===== config.mk =====
export PLATFORM = sky130hd
export DESIGN_NAME = nibble_add_sub_skip_unit
export DESIGN_NICKNAME = d
export VERILOG_FILES = /design/src/core/nib_alu_pkg.sv /design/src/core/nibble_add_sub_skip_unit.sv
export SDC_FILE = /design/constraint.sdc
export NUM_CORES = 1
export LEC_CHECK = 0
export CORE_ASPECT_RATIO = 1.5
export CORE_MARGIN = 4
export CORE_UTILIZATION = 55
export DETAILED_ROUTE_END_ITERATION = 8
export DONT_BUFFER_PORTS = 1
export HOLD_SLACK_MARGIN = 0.06
export PLACE_DENSITY = 0.72
export SLEW_MARGIN = 20
export SYNTH_ARGS = -nofsm -noshare
export SYNTH_HDL_FRONTEND = slang
export SYNTH_SLANG_ARGS = --single-unit

===== constraint.sdc =====
create_clock -name clock -period 2.5 [get_ports clock]
set_clock_uncertainty 0.2 [all_clocks]
set_input_delay 0.375 -clock clock [delete_from_list [all_inputs] [get_ports clock]]
set_output_delay 0.375 -clock clock [all_outputs]
set_load 0.03 [all_outputs]

===== src/core/nib_alu_pkg.sv =====
// Package for the nibble add/subtract/skip execution unit.
// Assumes a core that fetches 16-bit words and owns a 64x4 data memory.
package nib_alu_pkg;
  localparam int WORD_W = 16;
  localparam int NIB_W = 4;
  localparam int ROW_W = 2;
  localparam int COL_W = 4;
  localparam int ADDR_W = ROW_W + COL_W;
  // Opcode field positions
  localparam int GRP_HI = 15;
  localparam int GRP_LO = 14;
  localparam int SUB_BIT = 13;
  localparam int IMM_BIT = 12;
  localparam int CIN_BIT = 11;
  localparam int SKIP_BIT = 10;
  localparam int ROW_HI = 9;
  localparam int ROW_LO = 8;
  localparam int COL_HI = 7;
  localparam int COL_LO = 4;
  localparam int OPD_HI = 3;
  localparam int OPD_LO = 0;
  localparam logic [1:0] GRP_ARITH = 2'h1;
  localparam logic [NIB_W-1:0] NIB_ZERO = 4'h0;
  localparam logic FLAG_RESET = 1'b0;

  // Decoded instruction fields
  typedef struct packed {
    logic arith;
    logic sub;
    logic imm;
    logic cin;
    logic skip;
    logic [ROW_W-1:0] row_field;
    logic [COL_W-1:0] column_field;
    logic [NIB_W-1:0] operand;
  } dec_t;

  // Write-back request toward register file or data memory
  typedef struct packed {
    logic reg_we;
    logic [NIB_W-1:0] work_reg_num;
    logic mem_we;
    logic [ADDR_W-1:0] mem_addr;
    logic [NIB_W-1:0] data;
  } wb_t;
endpackage : nib_alu_pkg


===== src/core/nibble_add_sub_skip_unit.sv =====
// Nibble add/subtract execution unit with carry/borrow flag and skip.
// Assumes the core presents the word, register and memory nibbles in the
// same cycle as instr_valid; write-back and skip are registered.
//
// Operation
// - Register plus memory goes to register, never skips.
// - Add skip variants skip next instruction on carry out.
// - Register plus memory plus carry flag goes to register.
// - Register plus memory plus carry to register, skip on carry.
// - Immediate plus memory written back to the same memory nibble.
// - Immediate plus memory plus carry written back to memory.
// - Register minus memory goes to register, never skips.
// - Register subtract skip variants skip on borrow.
// - Register minus memory minus borrow flag goes to register.
// - Memory minus immediate written back to memory.
// - Memory minus immediate to memory, skip on borrow.
// - Memory minus immediate minus borrow written to memory.
// - Bits 9..8 form the two-bit memory row address.
// - Bits 7..4 form column; register number or immediate four bits.
// - Opcode bits 15..10: group 01, sub, imm, carry-in, skip.
// - Operand fields sit at fixed bit positions in every word.
// - Memory minus immediate minus borrow to memory, skip on borrow.
`timescale 1ns/1ps
module nibble_add_sub_skip_unit #(
  parameter int NIB = 4
) (
  input wire logic clock,
  input wire logic arst_n,
  input wire logic instr_valid,
  input wire logic [nib_alu_pkg::WORD_W-1:0] instr,
  input wire logic [nib_alu_pkg::NIB_W-1:0] reg_data,
  input wire logic [nib_alu_pkg::NIB_W-1:0] mem_data,
  output logic [nib_alu_pkg::NIB_W-1:0] reg_sel,
  output logic [nib_alu_pkg::ADDR_W-1:0] mem_sel,
  output logic accepted,
  output nib_alu_pkg::wb_t wb,
  output logic skip_next,
  output logic carry_flag
);
  import nib_alu_pkg::*;

  // Elaboration check: the datapath is built for one nibble width only
  if (NIB != NIB_W) begin : g_nib_check
    $error("NIB must equal the nibble width");
  end

  dec_t dec;
  logic [NIB_W-1:0] opnd_a;
  logic [NIB_W-1:0] opnd_b;
  logic cin_bit;
  logic [NIB_W:0] add_res;
  logic [NIB_W:0] sub_res;
  logic [NIB_W-1:0] result;
  logic cout;
  logic execute;
  logic skip_pending;

  // Field decode at fixed positions
  always_comb begin
    dec.arith = (instr[GRP_HI:GRP_LO] == GRP_ARITH);
    dec.sub = instr[SUB_BIT];
    dec.imm = instr[IMM_BIT];
    dec.cin = instr[CIN_BIT];
    dec.skip = instr[SKIP_BIT];
    dec.row_field = instr[ROW_HI:ROW_LO];
    dec.column_field = instr[COL_HI:COL_LO];
    dec.operand = instr[OPD_HI:OPD_LO];
  end

  // Operand addresses to the register file and data memory
  assign reg_sel = dec.operand;
  assign mem_sel = {dec.row_field, dec.column_field};
  assign accepted = instr_valid && dec.arith;

  // Instruction fetched after a taken skip is dropped
  assign execute = accepted && !skip_pending;

  // Register forms: a = register, b = memory. Immediate: a = memory, b = imm
  always_comb begin
    if (dec.imm) begin
      opnd_a = mem_data;
      opnd_b = dec.operand;
    end else begin
      opnd_a = reg_data;
      opnd_b = mem_data;
    end
    cin_bit = dec.cin & carry_flag;
    add_res = {1'b0, opnd_a} + {1'b0, opnd_b} + {{NIB_W{1'b0}}, cin_bit};
    sub_res = {1'b0, opnd_a} - {1'b0, opnd_b} - {{NIB_W{1'b0}}, cin_bit};
    result = dec.sub ? sub_res[NIB_W-1:0] : add_res[NIB_W-1:0];
    cout = dec.sub ? sub_res[NIB_W] : add_res[NIB_W]; // borrow or carry
  end

  // Skip state: set by a skip variant with carry or borrow
  always_ff @(posedge clock or negedge arst_n) begin
    if (!arst_n) begin
      skip_pending <= 1'b0;
    end else if (instr_valid) begin
      skip_pending <= execute && dec.skip && cout;
    end
  end
  assign skip_next = skip_pending;

  // Carry/borrow flag update
  always_ff @(posedge clock or negedge arst_n) begin
    if (!arst_n) begin
      carry_flag <= FLAG_RESET;
    end else if (execute) begin
      carry_flag <= cout;
    end
  end

  // Write-back: register forms to register, immediate forms to memory
  always_ff @(posedge clock or negedge arst_n) begin
    if (!arst_n) begin
      wb <= '0;
    end else begin
      wb.reg_we <= execute && !dec.imm;
      wb.mem_we <= execute && dec.imm;
      wb.work_reg_num <= dec.operand;
      wb.mem_addr <= {dec.row_field, dec.column_field};
      wb.data <= result;
    end
  end
endmodule : nibble_add_sub_skip_unit


* Word-level counts from Yosys, hierarchy flattened
Index checks and enable logic that the tools add are counted.
Word-level totals: register bits after elaboration 18, bits in latches 0, bits in writable memories 0, ROM bits 0, input port bits 27, output and inout bits 29, logic and storage cells 25, memories 0
Cells by class: $add $sub $neg 4, multiply operators 0, div/mod/pow operators 0, order comparisons 0, equality and inequality tests 1, shifts and indexed selects 0, multiplexer cells 4, bitwise operators 1, reductions and logical operators 8
Operators with widths (count):
- $mux 4 | 3
- $logic_and 1x1->1 | 6
- $add 4x4->5 | 1
- $add 5x1->5 | 1
- $sub 4x4->5 | 1
- $sub 5x1->5 | 1
- $eq 2x1->1 const B | 1
- $logic_not 1->1 | 2
- $and 1x1->1 | 1
- $mux 1 | 1

* Depth between registers and ports, before layout
depth in word-level cells 5, mapped depth 11, depth with buffers taken out 10

* Worst setup path before layout
Ideal clock, no wire load.
path type input-to-reg, from input port instr[12] (netlist bit), to register skip_pending (netlist: skip_next), library setup time 0.141 ns, arrival time 2.337 ns, required time 2.159 ns, slack -0.177 ns, stages on the path 11, path buffers 1, path through buf_6 > mux2i_1 > xor2_1 > ha_1 > a21o_1 > inv_1 > fa_1 > a21boi_0 > nor3_1 > nor3_1 > o32ai_1
On the way: cells in the longest elaborated chain, start to end 5, elaborated cells between the ends (all ways) 8, those cells by class add/sub: 4; mux: 3; reduce/logical: 1
Ends and longest elaborated chain:
- start, declared | RTL line nibble_add_sub_skip_unit.sv:30 | input wire logic [nib_alu_pkg::WORD_W-1:0] instr,
- $mux 4 | RTL line nibble_add_sub_skip_unit.sv:80 | if (dec.imm) begin
- $add 4x4->5 / $sub 4x4->5 (equally long branches) | RTL line nibble_add_sub_skip_unit.sv:88, nibble_add_sub_skip_unit.sv:89
- $add 5x1->5 / $sub 5x1->5 (equally long branches) | RTL line nibble_add_sub_skip_unit.sv:88, nibble_add_sub_skip_unit.sv:89
- $mux 1 * | RTL line nibble_add_sub_skip_unit.sv:91 | cout = dec.sub ? sub_res[NIB_W] : add_res[NIB_W];
- $logic_and 1x1->1 * | RTL line nibble_add_sub_skip_unit.sv:99 | skip_pending <= execute && dec.skip && cout;
- end signal, assigned | RTL line nibble_add_sub_skip_unit.sv:99
- end, declared | RTL line nibble_add_sub_skip_unit.sv:56 | logic skip_pending;
Mark *: on every way between the ends. The rest lies on a longest branch, timed or not. A chain may end at the register's enable or synchronous reset.

* Worst setup path after layout
from register carry_flag, to register skip_pending (netlist: skip_next)
On the way: cells in the longest elaborated chain, start to end 4, elaborated cells between the ends (all ways) 5, those cells by class add/sub: 2; mux: 1; bitwise: 1; reduce/logical: 1
Ends and longest elaborated chain:
- start, declared | RTL line nibble_add_sub_skip_unit.sv:38 | output logic carry_flag
- start signal, assigned | RTL line nibble_add_sub_skip_unit.sv:109 | carry_flag <= cout;
- $and 1x1->1 * | RTL line nibble_add_sub_skip_unit.sv:87 | cin_bit = dec.cin & carry_flag;
- $add 5x1->5 / $sub 5x1->5 (equally long branches) | RTL line nibble_add_sub_skip_unit.sv:88, nibble_add_sub_skip_unit.sv:89
- $mux 1 * | RTL line nibble_add_sub_skip_unit.sv:91
- $logic_and 1x1->1 * | RTL line nibble_add_sub_skip_unit.sv:99
Marked as above.

==> results.toml <==
[cells_and_area]
nets = 151
fin_area_um2 = 1262
multi_input_area_um2 = 513.0
nFillCells = 144
antenna_cells = 0
regArea_um2 = 450.4
area_growth_pct = 17.19
drive_above_1_share = 0.1622

[die]
core_area_um2 = 1854
design.die.area_um2 = 2745
io_pins = 56
initial_core_util = 0.5810
rows = 19
fp.dieW_um = 44.14
die_h_um = 62.21

[outcome]
status = "finished, final reports clean"

[logic_synthesis]
ys_seq_elements = 18
synthArstFlopShare = 1.000
syn_area_um2 = 1077
synth_enable_flop_cells = 0
yosys_warnings = 0
ys.flop_type = "dfrtp_1"
syn_nets = 137
postSynthAreaPerCell_um2 = 10.99
ys_seq_area_frac = 0.4181
synthCells = 98
synthTopCellsByCount = "18 x dfrtp_1, 12 x inv_1, 10 x buf_4"
synth.most_common_cell = "dfrtp_1"
yosys-top-cells-area = "dfrtp_1 42%, ha_1 10%, mux2i_1 7.4%"
ys_types = 32
synth.top_cell.area_share = 0.4181
synth_top_area_cell = "dfrtp_1"

[clock_tree]
cts_tree = "yes"
clock_tree.buffer_depth = 2
postCtsSetupBuffers = 0
cts.clk_slew.worst_paths_ns = 0.10
insertion_delay_ns = 0.29
cts.sinks = 18
cts_buffers = 3
htreeDepth = 1
cts-root-buf = "clkbuf_4"

[power_and_ir_drop]
vdd_drop_max_uv = 311.1
power_mw = 0.7837
leakage_nw = 0.6011
p_per_area_nw_per_um2 = 620.8

[detailed_routing]
drt_first_iter_violations = 6
wire_per_inst_um = 16.83
dr.pass1.iters = 4
drc = 0
viasPerCell = 5.636
wl_mm = 2.222
via_count = 744
ant_nets = 0

[timing]
finalCritPeriodShare = 0.9511
setup_tns_ns = 0
hold_violations = 0
worst_pin_slew_ns = 0.7447
rsz0062_at_grt = "false"
timing.fmax_mhz = 420.6
min_period_ns = 2.378
maxSlewHeadroom = 0.5019
maxSlewViolCount = 0
finalSetupViolations = 0

[placed_design]
port_buffers = 0
post_dp_cell_area_um2 = 1067
hpwlAfterDp_mm = 1.610
place_congestion = 0.8505

[job]
maxCapViolCount = 0

[global_routing]
grt_pass1_vias = 767
grt-ovfl-total = 0
grt_first_pass_wirelength_mm = 3.553
grt_usage = 0.1670
antenna_found_initial = 0
grt_max_degree = 19

[setup_path]
crit_arrival_ns = 2.38
crit_fanout = 4
cp.required_ns = 2.50
cp-start-kind = "flop"
critical_path_class = "flop to flop"
critPathCaptureType = "flop"

[worst_hold_path]
hp-class = "input port to flop"
## kinds of logic after synthesis
| group | after synthesis | share of synthesized area |
|---|---|---|
| muxes | 10 | 0.09524 |
| DFF | 18 | 0.4181 |
| buffers and inverters | 24 | 0.1254 |
| xor gates and xnor gates | 3 | 0.02439 |
| AOI/OAI and AO/OA | 12 | 0.08248 |
| adders and majority gates | 12 | 0.1603 |
| and+or+nand+nor | 19 | 0.09410 |
## worst paths after layout
check                                       start                     end  slack [ns]  depth (start not counted)
max                        carry_flag$_DFFE_PN0P_   skip_next$_DFFE_PN0P_        0.12                         10
min                                     instr[13]         wb[3]$_DFF_PN0_        0.08                          2
max reg2reg                carry_flag$_DFFE_PN0P_   skip_next$_DFFE_PN0P_        0.12                         10
min reg2reg                carry_flag$_DFFE_PN0P_  carry_flag$_DFFE_PN0P_        0.53                          3
max in group asynchronous                  arst_n        wb[12]$_DFF_PN0_        1.26                          1
min in group asynchronous                  arst_n        wb[15]$_DFF_PN0_        0.38                          1
## power by group
group | switching, mW | internal, mW
Clock | 0.0882 | 0.0888
Combinational | 0.108 | 0.100
Sequential | 0.0757 | 0.323
Total | 0.272 | 0.512
## state kept, by name, indices dropped and copies added, names as in the netlist
signal and cells:
wb 16, carry_flag 1, skip_next 1
## metrics by stage
stage / hold slack, ns / std cells / util / setup WS [ns]
after floorplan: -0.1206 / 98 / - / 0.01326
after global placement: -0.1202 / 113 / 0.5756 / 0.09100
after detailed placement: -0.1202 / 113 / 0.5756 / 0.01581
after CTS: 0.08501 / 132 / 0.6761 / 0.04335
after global routing: 0.08133 / 132 / 0.6808 / 0.00007372
final: 0.08136 / 132 / 0.6808 / 0.1222
## routing by layer
| layer | track usage | part of all wire | routed length [um] |
|---|---|---|---|
| met5 | 0 | 0 | 0 |
| met4 | 0.07925 | 0.020 | 44 |
| met3 | 0.02312 | 0.066 | 146 |
| met2 | 0.2938 | 0.56 | 1244 |
| met1 | 0.1874 | 0.35 | 787 |
## final cells by class
cell class / instances / area share
inverter: 13 / 0.03865
multi-input combinational: 56 / 0.4063
timing repair buffer: 20 / 0.1487
sequential: 18 / 0.3568
clock buffer: 4 / 0.02874
tap: 21 / 0.02081
## cells in the final DEF (no fill, tap or decap), types with 3 or more instances in the layout
cell type,n
nand2_1,4
nor3_1,4
ha_1,9
clkbuf_4,3
dlygate4sd3_1,15
buf_4,5
mux2i_1,7
dfrtp_1,18
inv_1,12
nor2_1,3
## critical path: stages (launching register included)
cell and delay [ns]:
dfrtp_1 0.40, nand2_2 0.13, xor2_1 0.16, ha_1 0.17
a21o_1 0.11, inv_1 0.06, fa_2 0.38, a21boi_2 0.18
o21a_1 0.15, nor3_1 0.07, o32ai_1 0.28
## repair_timing
item,CTS,global route
setup endpoints to repair,0,2
gates resized for setup,0,3
hold buffers,15,0
endpoints found under the hold margin,32,0
Note: power is estimated with default switching activity, not from simulation.
